## config.mk

```make
export PLATFORM = sky130hd
export DESIGN_NAME = scc_config
export DESIGN_NICKNAME = d
export VERILOG_FILES = /design/src/common/scc_pkg.sv /design/src/logic/scc_config.sv
export VERILOG_INCLUDE_DIRS = /design/src /design/src/common
export SDC_FILE = /design/constraint.sdc
export NUM_CORES = 1
export LEC_CHECK = 0
export BUFFER_PORTS_ARGS = -buffer_cell sky130_fd_sc_hd__buf_2
export CAP_MARGIN = 20
export CORE_ASPECT_RATIO = 0.6
export CORE_MARGIN = 5
export CORE_UTILIZATION = 45
export DETAILED_ROUTE_END_ITERATION = 12
export HOLD_SLACK_MARGIN = 0.15
export PLACE_DENSITY = 0.74
export REMOVE_ABC_BUFFERS = 1
export SLEW_MARGIN = 40
export SYNTH_ARGS = -nofsm -noshare
export SYNTH_HDL_FRONTEND = slang
export SYNTH_SLANG_ARGS = --single-unit
```

## constraint.sdc

```tcl
create_clock -name ref_clk -period 3.19 [get_ports ref_clk]
set_input_delay 0.957 -clock ref_clk [delete_from_list [all_inputs] [get_ports ref_clk]]
set_output_delay 0.957 -clock ref_clk [all_outputs]
set_load 0.005 [all_outputs]
```

## src/common/scc_consts.svh

```systemverilog
// Constants of the synthesizer configuration logic
`ifndef SCC_CONSTS_SVH
`define SCC_CONSTS_SVH

// ----------------------------------------
// Pin vector layout
// ----------------------------------------
`define SCC_PIN_W          20
`define SCC_PIN_SER_STROBE 19
`define SCC_PIN_SER_DATA   18
`define SCC_PIN_SER_CLK    17
`define SCC_PIN_EXT_REF    16
`define SCC_PIN_PAR_LOAD_N 15
`define SCC_PIN_LOOP_HI    14
`define SCC_PIN_LOOP_LO    6
`define SCC_PIN_ODIV_HI    5
`define SCC_PIN_ODIV_LO    4
`define SCC_PIN_OUT_GATE   3
`define SCC_PIN_REF_SEL    2
`define SCC_PIN_CRYSTAL    1
`define SCC_PIN_VCO        0
// Pins with a pull-up; all others fall low when open
`define SCC_PIN_PULL_HIGH  20'h0fffc

// ----------------------------------------
// Field widths and reset values
// ----------------------------------------
`define SCC_LOOP_W         9
`define SCC_ODIV_W         2
`define SCC_TSEL_W         3
`define SCC_SHIFT_W        14
`define SCC_LOOP_RESET     9'h000
`define SCC_ODIV_RESET     2'h0
`define SCC_TSEL_RESET     3'h0
`define SCC_RATIO_RESET    4'h2

// ----------------------------------------
// Output divider codes
// ----------------------------------------
`define SCC_ODIV_BY2       2'h0
`define SCC_ODIV_BY4       2'h1
`define SCC_ODIV_BY8       2'h2
`define SCC_ODIV_BY1       2'h3

`endif

```

## src/common/scc_pkg.sv

```systemverilog
// Types of the synthesizer configuration logic
package scc_pkg;

   typedef struct packed {
      logic       ser_strobe;
      logic       ser_data;
      logic       ser_clk;
      logic       external_reference_in;
      logic       par_load_n;
      logic [8:0] loop_div;
      logic [1:0] out_div;
      logic       out_gate;
      logic       reference_source_select;
      logic       crystal;
      logic       vco;
   } scc_pins_t;

   typedef struct packed {
      logic [2:0] test_sel;
      logic [1:0] out_div;
      logic [8:0] loop_div;
   } scc_cfg_t;

   typedef enum logic [2:0] {
      SCC_TEST_SYNTH_OUT,
      SCC_TEST_REFERENCE,
      SCC_TEST_VCO,
      SCC_TEST_FEEDBACK,
      SCC_TEST_SHIFT_OUT,
      SCC_TEST_LOW,
      SCC_TEST_HIGH,
      SCC_TEST_VCO_DIV8
   } scc_test_sel_t;

endpackage

```

## src/logic/scc_config.sv

```systemverilog
// Configuration, reference select, output divider and gate of the synthesizer
`timescale 1ns/1ps
`include "scc_consts.svh"

// Notes on behaviour
// - Divider code 00 divides VCO by 2, 01 by 4, 10 by 8, 11 by 1.
// - Latches follow the shift register while serial strobe high, hold at its fall.
// - Shift register takes serial data on each rising serial clock edge.
// - Latches follow parallel pins while parallel strobe low, hold at its rise.
// - Nine-bit loop divider taken from parallel pins at strobe rise, bit 8 MSB.
// - Two-bit output divider code taken at the same parallel strobe rise.
// - Output gate high enables; changes only while output is low, no runt pulse.
// - Reference select high routes crystal, low routes the external reference.
// - Test output function picked by three-bit field loaded only serially.
// - Open serial strobe, data, clock and external reference read low.
// - Open parallel strobe, dividers, gate and reference select read high.
module scc_config
   import scc_pkg::*;
(
   input  wire logic      ref_clk,
   input  wire logic      rst,
   input  wire scc_pins_t pin_level,
   input  wire scc_pins_t pin_driven,
   output scc_cfg_t       cfg,
   output logic [3:0]     out_divide_ratio,
   output logic           synth_clock_out,
   output logic           outputs_enabled,
   output logic           pll_reference,
   output logic           test_out
);

   // ----------------------------------------
   // Pin resolution and synchronisers
   // ----------------------------------------
   // Pull levels as a vector, so each synchroniser bit resets to its own level
   localparam logic [`SCC_PIN_W-1:0] pull_level = `SCC_PIN_PULL_HIGH;

   logic [`SCC_PIN_W-1:0] pin_raw;
   logic [`SCC_PIN_W-1:0] pin_meta;
   logic [`SCC_PIN_W-1:0] pin_sync;
   scc_pins_t             pin_s;

   // Undriven pins fall to their pull level
   assign pin_raw = (pin_level & pin_driven) |
                    (`SCC_PIN_PULL_HIGH & ~pin_driven);

   genvar gi;
   generate
      for (gi = 0; gi < `SCC_PIN_W; gi = gi + 1)
      begin : g_sync
         always_ff @(posedge ref_clk)
         begin
            if (rst)
            begin
               pin_meta[gi] <= pull_level[gi];
               pin_sync[gi] <= pull_level[gi];
            end
            else
            begin
               pin_meta[gi] <= pin_raw[gi];
               pin_sync[gi] <= pin_meta[gi];
            end
         end
      end
   endgenerate

   assign pin_s = pin_sync;

   // ----------------------------------------
   // Edge detection on synchronised pins
   // ----------------------------------------
   logic ser_clk_d;
   logic vco_d;
   logic ser_clk_rise;
   logic vco_rise;

   always_ff @(posedge ref_clk)
   begin
      if (rst)
      begin
         ser_clk_d <= 1'b0;
         vco_d     <= 1'b0;
      end
      else
      begin
         ser_clk_d <= pin_s.ser_clk;
         vco_d     <= pin_s.vco;
      end
   end

   assign ser_clk_rise = pin_s.ser_clk & ~ser_clk_d;
   assign vco_rise     = pin_s.vco & ~vco_d;

   // ----------------------------------------
   // Serial shift register
   // ----------------------------------------
   // Shifted MSB first; after a full frame the layout is {test, out_div, loop}
   logic [`SCC_SHIFT_W-1:0] shift_reg;
   logic [`SCC_SHIFT_W-1:0] next_shift_reg;

   assign next_shift_reg = {shift_reg[`SCC_SHIFT_W-2:0], pin_s.ser_data};

   always_ff @(posedge ref_clk)
   begin
      if (rst)
         shift_reg <= '0;
      else if (ser_clk_rise)
         shift_reg <= next_shift_reg;
   end

   // ----------------------------------------
   // Configuration latches
   // ----------------------------------------
   // Parallel load wins when both strobes are active; it is the power-up path
   // and the serial path is expected to be quiet then.
   logic     par_open;
   logic     ser_open;
   scc_cfg_t shift_cfg;
   scc_cfg_t next_cfg;

   assign par_open  = ~pin_s.par_load_n;
   assign ser_open  = pin_s.ser_strobe;
   assign shift_cfg = shift_reg;

   always_comb
   begin
      next_cfg = cfg;
      if (par_open)
      begin
         next_cfg.loop_div = pin_s.loop_div;
         next_cfg.out_div  = pin_s.out_div;
      end
      else if (ser_open)
         next_cfg = shift_cfg;
   end

   // Transparent while open; the last open cycle value is what is held
   always_ff @(posedge ref_clk)
   begin
      if (rst)
         cfg <= '{test_sel: `SCC_TSEL_RESET,
                  out_div:  `SCC_ODIV_RESET,
                  loop_div: `SCC_LOOP_RESET};
      else
         cfg <= next_cfg;
   end

   // ----------------------------------------
   // Output divider
   // ----------------------------------------
   // Bit k of the rise counter toggles every 2**k VCO rises: a divide by 2**(k+1)
   logic [2:0] vco_cnt;
   logic       div_level;
   logic [1:0] div_code;

   always_ff @(posedge ref_clk)
   begin
      if (rst)
         vco_cnt <= 3'h0;
      else if (vco_rise)
         vco_cnt <= vco_cnt + 3'h1;
   end

   // A new divider code is taken only while the divided level is low, so a
   // code change never cuts a high phase short. Limitation: with the VCO
   // stopped high in divide by 1 the old code stays in force.
   always_ff @(posedge ref_clk)
   begin
      if (rst)
         div_code <= `SCC_ODIV_RESET;
      else if (!div_level)
         div_code <= cfg.out_div;
   end

   always_comb
   begin
      unique case (div_code)
         `SCC_ODIV_BY2: div_level = vco_cnt[0];
         `SCC_ODIV_BY4: div_level = vco_cnt[1];
         `SCC_ODIV_BY8: div_level = vco_cnt[2];
         `SCC_ODIV_BY1: div_level = pin_s.vco;
      endcase
   end

   // Decoded from the next latch value, so the registered ratio never lags cfg
   logic [3:0] next_out_divide_ratio;

   always_comb
   begin
      unique case (next_cfg.out_div)
         `SCC_ODIV_BY2: next_out_divide_ratio = 4'h2;
         `SCC_ODIV_BY4: next_out_divide_ratio = 4'h4;
         `SCC_ODIV_BY8: next_out_divide_ratio = 4'h8;
         `SCC_ODIV_BY1: next_out_divide_ratio = 4'h1;
      endcase
   end

   always_ff @(posedge ref_clk)
   begin
      if (rst)
         out_divide_ratio <= `SCC_RATIO_RESET;
      else
         out_divide_ratio <= next_out_divide_ratio;
   end

   // ----------------------------------------
   // Synchronous output gate
   // ----------------------------------------
   // The gate only moves while the divided clock is low, so the output never
   // starts or stops part way through a high phase; divider code changes are
   // held back the same way in div_code.
   always_ff @(posedge ref_clk)
   begin
      if (rst)
      begin
         outputs_enabled <= 1'b0;
         synth_clock_out <= 1'b0;
      end
      else
      begin
         if (!div_level)
            outputs_enabled <= pin_s.out_gate;
         synth_clock_out <= div_level & outputs_enabled;
      end
   end

   // ----------------------------------------
   // Reference select
   // ----------------------------------------
   logic ref_mux;

   assign ref_mux = pin_s.reference_source_select ? pin_s.crystal
                                                  : pin_s.external_reference_in;

   always_ff @(posedge ref_clk)
   begin
      if (rst)
         pll_reference <= 1'b0;
      else
         pll_reference <= ref_mux;
   end

   // ----------------------------------------
   // Loop feedback divider, seen on the test output
   // ----------------------------------------
   // Toggles after loop_div VCO rises; a value of zero is treated as one
   logic [`SCC_LOOP_W-1:0] fb_cnt;
   logic                   fb_wrap;
   logic                   fb_level;

   assign fb_wrap = (fb_cnt + 9'h001 >= cfg.loop_div);

   always_ff @(posedge ref_clk)
   begin
      if (rst)
      begin
         fb_cnt   <= '0;
         fb_level <= 1'b0;
      end
      else if (vco_rise)
      begin
         if (fb_wrap)
         begin
            fb_cnt   <= '0;
            fb_level <= ~fb_level;
         end
         else
            fb_cnt <= fb_cnt + 9'h001;
      end
   end

   // ----------------------------------------
   // Test output select
   // ----------------------------------------
   scc_test_sel_t test_sel;
   logic          test_mux;

   assign test_sel = scc_test_sel_t'(cfg.test_sel);

   always_comb
   begin
      unique case (test_sel)
         SCC_TEST_SYNTH_OUT: test_mux = synth_clock_out;
         SCC_TEST_REFERENCE: test_mux = pll_reference;
         SCC_TEST_VCO:       test_mux = pin_s.vco;
         SCC_TEST_FEEDBACK:  test_mux = fb_level;
         SCC_TEST_SHIFT_OUT: test_mux = shift_reg[`SCC_SHIFT_W-1];
         SCC_TEST_LOW:       test_mux = 1'b0;
         SCC_TEST_HIGH:      test_mux = 1'b1;
         SCC_TEST_VCO_DIV8:  test_mux = vco_cnt[2];
      endcase
   end

   always_ff @(posedge ref_clk)
   begin
      if (rst)
         test_out <= 1'b0;
      else
         test_out <= test_mux;
   end

endmodule // scc_config

```

Yosys cells after proc, flatten, opt, wreduce, memory -nomap -nowiden
Index checks and enable logic that the tools add are counted.
- word-level logic and storage cells: 93
- output and inout bits: 22
- input port bits: 42
- register bits: 93
- reductions and logical operators: 5
- muxes and demuxes: 7
- bitwise operators: 9
- $lt $le $gt $ge: 1
- eq/ne operators: 14
- add/subtract/negate cells: 2
- operators with widths (kind ; count):
    $mux W11 ; 2
    $and A20 B20 Y20 ; 1
    $or A20 B16 Y20 ; 1
    $not A16 Y16 ; 1
    $pmux W4 S4 ; 1
    $eq A3 B3 Y1 const B ; 4
    $add A9 B1 Y9 const B ; 1
    $ge A9 B9 Y1 ; 1
    $mux W9 ; 1
    $eq A2 B2 Y1 const B ; 4
    $pmux W1 S8 ; 1
    $eq A3 B2 Y1 const B ; 2
    $eq A2 B1 Y1 const B ; 2
    $logic_not A2 Y1 ; 2
    $pmux W1 S4 ; 1
    $reduce_and A2 Y1 ; 2
    $add A3 B1 Y3 const B ; 1
    $and A1 B1 Y1 ; 3
    $eq A3 B1 Y1 const B ; 1
    $logic_not A3 Y1 ; 1
    $not A1 Y1 ; 3
    $ne A2 B1 Y1 const B ; 1
    $mux W1 ; 1

Longest topological paths before layout
Gate-level depths: netlist (run 1).
- depth in word-level cells: 4
- gate-level depth with buffers: 11
- depth with buffers taken out: 9

Worst setup path after synthesis (run 1)
No wires, ideal clock.
- path kind: register to register
- start point: register fb_cnt[0]
- end point: register fb_level
- required time: 3.120 ns
- stages on the path, launching flop included: 10
- period minus slack after synthesis: 2.135 ns
- library setup time: 0.070 ns
- path buffers: 0
- data arrival time: 2.065 ns
- slack: 1.055 ns
- cell sequence: dfxtp_1 -> ha_1 -> nand4_1 -> xnor2_1 -> ha_1 -> nand4_1 -> nor3_1 -> a211oi_2 -> or3_1 -> a21oi_1
- longest elaborated chain between the ends: 3
- ends and longest elaborated chain (what ; RTL line ; RTL):
    start: declaration ; scc_config.sv:247 ; logic [`SCC_LOOP_W-1:0] fb_cnt;
    start signal: assignment ; scc_config.sv:268 ; fb_cnt <= fb_cnt + 9'h001;
    $add A9 B1 Y9 ; scc_config.sv:251 ; assign fb_wrap = (fb_cnt + 9'h001 >= cfg.loop_div);
    $ge A9 B9 Y1 ; scc_config.sv:251 ;
    $reduce_and A2 Y1 (no line) ; n/a ;
    end signal: assignment ; scc_config.sv:265 ; fb_level <= ~fb_level;
    end: declaration ; scc_config.sv:249 ; logic fb_level;
No other way between the ends.
A chain may end at the register's enable or synchronous reset.

Worst setup path in the final report (run 1)
- start point: register fb_cnt[0]
- end point: register fb_cnt[2]
- longest elaborated chain between the ends: 3
- ends and longest elaborated chain (what ; RTL line ; RTL):
    $add A9 B1 Y9 * ; scc_config.sv:251, scc_config.sv:268 ;
    $ge A9 B9 Y1 ; scc_config.sv:251 ;
    $mux W9 * ; scc_config.sv:262 ; if (fb_wrap)
Mark *: on every way between the ends. The rest lies on a longest branch, timed or not.

==> results of run 1 <==
[metal layers]
| metal | global-route usage [%] | routed length (µm) | vias to the layer above | share of wire (%) |
|---|---|---|---|---|
| met4 | 4.64 | 44 | 0 | 0.65 |
| met1 | 20.3 | 3260 | 1174 | 48 |
| li1 | - | - | 1344 | - |
| met2 | 23.1 | 3120 | 66 | 46 |
| met3 | 6.25 | 391 | 5 | 5.7 |
| met5 | 0 | 0 | - | 0 |
[stage by stage]
step | std cells | util, % | power, µW | worst slack, ps | hold slack [ps]
floorplan | 345 | - | 1280 | 931 | 389
global placement | 515 | 52.2 | 1340 | 605 | 391
detailed placement | 515 | 52.2 | 1350 | 519 | 394
CTS | 531 | 56.1 | 2350 | 515 | 408
global route | 531 | 56.1 | 2420 | 224 | 423
finish | 531 | 56.1 | 2320 | 500 | 408
[area by class of cell]
cell class | count | area (µm²) | area share, %
multi-input cells | 243 | 1500 | 36.1
inverters | 9 | 33.8 | 0.815
clock inverters | 5 | 42.5 | 1.03
well taps | 104 | 130 | 3.14
repair buffers | 66 | 338 | 8.15
clock buffers | 11 | 243 | 5.86
flip-flops and latches | 93 | 1860 | 44.9
[worst register-to-register path, stage by stage (launching register included)]
cell and delay [ps]:
dfxtp_1 450, ha_1 310, nand4_1 140, xnor2_1 230
ha_1 300, nand4_1 120, nor3_1 70, a211oi_2 640
nand4b_1 170, a31oi_1 190
[power groups by stage]
stage	clock [µW]	combinational, µW	sequential [µW]
after floorplan	0	53.1	1230
after global placement	0	110	1230
after detailed placement	0	116	1230
after CTS	1030	116	1200
after global routing	1080	129	1210
final	1010	114	1210
[cells by family after synthesis]
logic type | share of synthesized area (%)
compound gates | 9.13
simple gates | 22.3
mux | 5.29
flops | 53.5
xor+xnor | 2.27
buf+inv | 3.60
fa+ha+maj | 3.96
[placed cells by master, fill, tap and decap left out, types with 2 or more instances in the layout]
| cell | count |
|---|---|
| buf_2 | 63 |
| o21ai_0 | 6 |
| a211oi_1 | 12 |
| or2_2 | 14 |
| nand2_1 | 58 |
| and2_1 | 2 |
| nor3_1 | 3 |
| clkbuf_16 | 9 |
| nor2_1 | 25 |
| xnor2_1 | 7 |
| xor2_1 | 2 |
| buf_4 | 3 |
| clkinv_4 | 2 |
| inv_6 | 2 |
| inv_1 | 9 |
| or3b_2 | 14 |
| mux2i_1 | 15 |
| ha_1 | 11 |
| nand3_1 | 13 |
| nand2b_1 | 2 |
| nand4_1 | 3 |
| a21oi_1 | 31 |
| dfxtp_1 | 92 |
| nor2b_1 | 10 |
[worst paths after layout]
path / from / to / slack, ps
worst max-delay path: fb_cnt[0] / fb_cnt[2] / 500
worst min-delay path: pin_meta[3] / pin_s[3] / 410
worst min register to register: pin_meta[3] / pin_s[3] / 410
worst max register to register: fb_cnt[0] / fb_cnt[2] / 500
==> impl_metrics.ini, run 1 <==
[layout]
largest_register_ff_count = 20
nets = 475
num-fill-cells = 676
antenna_cells = 0
syn2layout_area_growth_pct = 19.1
finish.instance_area_um2 = 4150
largest_register = pin_meta
drive_gt1_share_pct = 26.9

[synthesis]
synth.most_common_cell = dfxtp_1
yosys-top-cells-count = dfxtp_1 (93), nand2_1 (58), a21oi_1 (31), nor2_1 (25), clkbuf_1 (16)
synth_top_area_share_pct = 53.5
synth_enable_flop_cells = 0
ys_types = 37
ys_seq_elements = 93
post_synth_main_area_contributors = dfxtp_1 (54%), nand2_1 (6.3%), a21oi_1 (4.5%)
avgSynthCellArea_um2 = 9.51
synth_flop_cell = dfxtp_1
synthCells = 366
synth_area_leader_cell = dfxtp_1
syn_area_um2 = 3480
yosys_warnings = 0
async_flop_share_pct = 0
yosysSeqAreaShare_pct = 53.5

[timing]
period_needed_ps = 2690
finalClockSkew_ps = 8.92
hold_violations = 0
slew_headroom_pct = 44.0
finalMaxSlewViolations = 0
min_period_over_period_pct = 84.3
final-setup-viol-count = 0
rsz0062_at_grt = no
worst_slew_pin_slew_ps = 839
max_freq_ghz = 0.372
finalSetupTns_ps = 0

[critical_path]
slowest_delay_ps = 630
critPathRequiredTime_ps = 3460
arrival_ps = 2960
crit_buf_inv = 0
crit_chain = ha_1 -> nand4_1 -> xnor2_1 -> ha_1 -> nand4_1 -> nor3_1 -> a211oi_2 -> nand4b_1 -> a31oi_1
cp.depth = 9
path_class = reg -> reg
worst_path_dominant_cell_family = compound AO/OA/AOI/OAI gates
critPathSlowestCell = a211oi_2
path_max_fanout = 12
worstSetupEndpointType = flop
critPathLaunchType = flop
r2r_cells = 9

[clock_network]
clock_latency_ps = 340
tritoncts = yes
cts_made_buffers = 9
cts-hold-fix-buffers = 0
clk_pin_slew_ps = 60
htree_levels = 3
clockRootBuffer = clkbuf_16
clock_sinks = 93
clockBufferDepth = 2
cts_setup_buffers = 0
ctsResizeCount = 0

[floorplanning]
ioPinCount = 64
die_width_um = 124
floorplan.initialDensity_pct = 47.1
die_h_um = 78.1
row_count = 24
core-area_um2 = 7390
dieArea_um2 = 9650

[place]
hpwl_um = 4750
numPortBuffers = 63
place_area_um2 = 3860
place.gp.congestion = 0.784

[route]
via_per_inst = 4.88
drc = 0
totalWireLength_um = 6820
via_count = 2589
wl_per_cell_um = 12.8
drtIter0Drc = 171
detail-route-antenna-nets = 0
firstDrtPassIters = 4

[global_route]
grt-ovfl-total = 0
gr-usage-all-layers_pct = 15.4
grt_max_degree = 39
grt_first_pass_wirelength_um = 11600
grt_pass1_vias = 2416
antenna_found_initial = 0

[power_and_ir_drop]
switching_power_uw = 523
swShare_pct = 22.5
power_frac_comb_pct = 4.9
static-leakage-power_uw = 0.00163
irDropWorstVdd_uv = 387
cellPowerDensity_nw_per_um2 = 561
intPower_uw = 1800
pwr-share-clk_pct = 43.2
seqPwrFrac_pct = 51.8

[status]
outcome = completed

[worst_hold_path]
hold_path_class = reg -> reg
holdPathStages = 1

[job]
maxCapViolCount = 0
Power figures use the tool's default switching activity.
==> inputs of run 2 (changes only) <==
==> constraint.sdc (replaced) <==
create_clock -name ref_clk -period 2.75 [get_ports ref_clk]
set_input_delay 0.825 -clock ref_clk [delete_from_list [all_inputs] [get_ports ref_clk]]
set_output_delay 0.825 -clock ref_clk [all_outputs]
set_load 0.005 [all_outputs]
==> impl_metrics.ini, run 2 (same netlist as run 1, synthesis figures left out) <==
[status]
outcome = completed

[timing]
period_needed_ps = 2500
finalMaxSlewViolations = 0
final-setup-viol-count = 0
min_period_over_period_pct = 91.0
worst_slew_pin_slew_ps = 800
slew_headroom_pct = 46.6
finalSetupTns_ps = 0
finalClockSkew_ps = 6.69
rsz0062_at_grt = no
fin_hold_ws_ps = 408
max_freq_ghz = 0.399
hold_violations = 0

[global_route]
grt_first_pass_wirelength_um = 11700
gr-usage-all-layers_pct = 15.4
grt_max_degree = 35
grt-ovfl-total = 0
antenna_found_initial = 0
grt_pass1_vias = 2458

[layout]
nets = 478
final_common_cell = dfxtp_1
largest_register = pin_meta
largest_register_ff_count = 20
drive_gt1_share_pct = 28.1
finish.instance_area_um2 = 4220
instances_no_fill = 534
syn2layout_area_growth_pct = 21.3
layout_common_cells = dfxtp_1 (92), buf_2 (63), nand2_1 (58)
antenna_cells = 0

[floorplanning]
die_width_um = 124
die_h_um = 78.1
dieArea_um2 = 9650
row_count = 24
ioPinCount = 64
floorplan.initialDensity_pct = 47.1
core-area_um2 = 7390

[critical_path]
critPathSlowestCell = dfxtp_1
critPathRequiredTime_ps = 3010
r2r_cells = 10
arrival_ps = 2770
worst_path_dominant_cell_family = adder cells
slowest_delay_ps = 450
worstSetupEndpointType = flop
crit_chain = ha_2 -> nand4_1 -> xnor2_2 -> ha_1 -> nand4_1 -> nor2_1 -> a211oi_2 -> buf_4 -> nand3_1 -> a21oi_1
r2r_end = fb_cnt[8]
crit_buf_inv = 1
rrSetupSlack_ps = 250
path_max_fanout = 10
critPathLaunchType = flop
cpMostUsedCell = nand4_1
r2r-start = fb_cnt[0]
path_class = reg -> reg

[worst_hold_path]
holdPathEnd = pin_s[4]
hp-start = pin_meta[4]
holdPathStages = 1
hold_path_class = reg -> reg

[route]
detail-route-antenna-nets = 0
via_count = 2604
wl_per_cell_um = 13.0
drc = 0
drtIter0Drc = 208
firstDrtPassIters = 4
totalWireLength_um = 6930
via_per_inst = 4.88

[clock_network]
clockBufferDepth = 2
clock_latency_ps = 340
clk_pin_slew_ps = 60
htree_levels = 3
cts_made_buffers = 9
clock_sinks = 93
cts-hold-fix-buffers = 0
clockRootBuffer = clkbuf_16
tritoncts = yes

[place]
post-place-cells = 518
place_area_um2 = 3890
numPortBuffers = 63
place.gp.congestion = 0.766
hpwl_um = 4890

[power_and_ir_drop]
static-leakage-power_uw = 0.00168
power_uw = 2820
irDropWorstVdd_uv = 470
cellPowerDensity_nw_per_um2 = 668

[job]
maxCapViolCount = 0
## run 2: power by group
group	total [µW]	internal (µW)	leakage, µW	switching, µW
sequential	1390	1380	0.000757	14.4
combinational	146	71.5	0.000765	74.7
clock	1280	763	0.000153	518
## run 2: how the worst max path moves through the flow
stage | from | to | cells past startpoint
floorplan | fb_cnt[0] | fb_cnt[2] | 9
global placement | fb_cnt[0] | fb_cnt[2] | 10
detailed placement | fb_cnt[0] | fb_cnt[8] | 10
CTS | fb_cnt[0] | fb_cnt[8] | 10
global route | fb_cnt[0] | fb_cnt[8] | 10
finish | fb_cnt[0] | fb_cnt[8] | 10
## run 2: worst reg2reg max path, delay by kind of cell, from the launching register on
family | cells | cell delay, ps
fa+ha+maj | 2 | 610
buf+inv | 1 | 220
simple gates | 4 | 480
xor+xnor | 1 | 190
compound gates | 2 | 480
flops | 1 | 450
## run 2: stage by stage
step / util, % / setup slack (ps)
floorplan: - / 491
global placement: 52.7 / 347
detailed placement: 52.7 / 219
CTS: 57.0 / 176
global route: 57.1 / 16.3
finish: 57.1 / 246
## run 2: repair_timing
item | 4_1_cts | 5_1_grt
hold endpoints to repair | 0 | 0
setup buffers | 0 | 0
endpoints found under the setup margin | 0 | 2
resized for setup | 0 | 3
## run 2: per-layer routing
| layer | wire length, µm | global-route usage, % | up-vias |
|---|---|---|---|
| li1 | - | - | 1345 |
| met1 | 3260 | 20.0 | 1193 |
| met2 | 3190 | 23.5 | 57 |
| met3 | 416 | 6.11 | 9 |
| met4 | 60 | 5.08 | 0 |
| met5 | 0 | 0 | - |
## run 2: layout make-up
type / count / area [µm²]
Timing Repair Buffer: 69 / 373
Clock inverter: 5 / 63.8
Sequential cell: 93 / 1860
Tap cell: 104 / 130
Fill cell: 668 / 3170
Inverter: 9 / 33.8
Multi-Input combinational cell: 243 / 1510
Clock buffer: 11 / 253
==> inputs of run 3 (changes only) <==
--- a/config.mk
+++ b/config.mk
@@ -8,10 +8,11 @@
 export LEC_CHECK = 0
 export BUFFER_PORTS_ARGS = -buffer_cell sky130_fd_sc_hd__buf_2
 export CAP_MARGIN = 20
-export CORE_ASPECT_RATIO = 0.6
+export CORE_ASPECT_RATIO = 1.25
 export CORE_MARGIN = 5
 export CORE_UTILIZATION = 45
 export DETAILED_ROUTE_END_ITERATION = 12
+export GPL_TIMING_DRIVEN = 0
 export HOLD_SLACK_MARGIN = 0.15
 export PLACE_DENSITY = 0.74
 export REMOVE_ABC_BUFFERS = 1
==> impl_metrics.ini, run 3 (same netlist as run 1, synthesis figures left out) <==
[floorplanning]
die_h_um = 108
core-area_um2 = 7440
die_width_um = 88.7
dieArea_um2 = 9600
floorplan.initialDensity_pct = 46.7
row_count = 35
ioPinCount = 64

[clock_network]
clockBufferDepth = 2
clock_latency_ps = 350
clockRootBuffer = clkbuf_8
clock_sinks = 93
tritoncts = yes
htree_levels = 3
cts_made_buffers = 9
cts-hold-fix-buffers = 0
clk_pin_slew_ps = 90

[layout]
layout_common_cells = dfxtp_1 (92), buf_2 (62), nand2_1 (58)
final_common_cell = dfxtp_1
largest_register_ff_count = 20
seqCellArea_um2 = 1860
num-fill-cells = 706
syn2layout_area_growth_pct = 17.4
drive_gt1_share_pct = 27.8
antenna_cells = 0
nets = 476
multi_input_area_um2 = 1510
final_util_pct = 54.9
largest_register = pin_meta

[status]
outcome = completed

[timing]
worst_slew_pin_slew_ps = 790
period_needed_ps = 2600
max_freq_ghz = 0.385
slew_headroom_pct = 47.2
min_period_over_period_pct = 94.5
finalSetupTns_ps = 0
setup_ws_ps = 151
finalMaxSlewViolations = 0
final-setup-viol-count = 0
hold_violations = 0
finalClockSkew_ps = 6.15

[global_route]
grt-ovfl-total = 0
grt_max_degree = 91
antenna_found_initial = 0
grt_first_pass_wirelength_um = 10900
gr-usage-all-layers_pct = 14.4
grt_pass1_vias = 2479

[critical_path]
startpoint = fb_cnt[0]
worstSetupEndpointType = flop
r2r-start = fb_cnt[0]
path_max_fanout = 7
critPathRequiredTime_ps = 3020
path_class = reg -> reg
arrival_ps = 2870
critPathLaunchType = flop

[route]
drc = 0
via_count = 2617
firstDrtPassIters = 4
drtIter0Drc = 112
detail-route-antenna-nets = 0
totalWireLength_um = 6390
wl_per_cell_um = 12.3
via_per_inst = 5.03

[place]
hpwl_um = 4300
numPortBuffers = 63
place.gp.congestion = 0.769
place_ws_ps = -23.0

[job]
maxCapViolCount = 0

[power_and_ir_drop]
static-leakage-power_uw = 0.00160
cellPowerDensity_nw_per_um2 = 596
power_uw = 2430
irDropWorstVdd_uv = 404

[worst_hold_path]
hold_path_class = reg -> reg
hp-start = pin_meta[11]
==> run 3: worst paths after layout <==
path / slack (ps) / end / cells past startpoint
setup / recovery: 150 / fb_cnt[2] / 10
hold / removal: 410 / pin_s[11] / 1
setup reg to reg: 150 / fb_cnt[2] / 10
hold reg to reg: 410 / pin_s[11] / 1
==> run 3: timing repair <==
action / 4_1_cts / 5_1_grt
pin swaps: 0 / 1
setup endpoints to repair: 1 / 9
resized for setup: 1 / 2
buffers inserted: 0 / 3
==> run 3: layout make-up <==
class                           count  share of cell area (%)
Multi-Input combinational cell    243                    37.0
Inverter                            9                   0.827
Clock inverter                      6                    1.75
Sequential cell                    93                    45.6
Tap cell                           92                    2.82
Timing Repair Buffer               67                    8.82
Clock buffer                       10                    3.12
==> run 3: power by group <==
group	switching (µW)	leakage, µW	internal, µW	total (µW)
clock network	464	0.0000931	426	890
logic	68.7	0.000752	79.0	148
registers	19.2	0.000756	1380	1400
==> run 3: critical path, stage by stage, from the launching register on <==
cell and delay (ps):
dfxtp_1 460, ha_2 280, nand4_1 130, xnor2_1 220
ha_1 310, a21oi_1 160, o21ai_0 180, a211oi_4 280
buf_4 180, nand4b_1 120, a31oi_1 210
==> run 3: metal layers <==
metal	vias up	GRT usage, %	wire, µm
li1	1334	-	-
met1	1209	16.9	2610
met2	61	24.2	3350
met3	13	2.06	267
met4	0	8.75	150
met5	-	0	0
==> run 3: stage by stage <==
step	std cells	hold WS, ps	area, µm²
6_report	520	414	4080
5_1_grt	520	425	4080
4_1_cts	516	415	4030
3_5_place_dp	500	392	3820
3_3_place_gp	500	391	3820
2_1_floorplan	345	389	3390
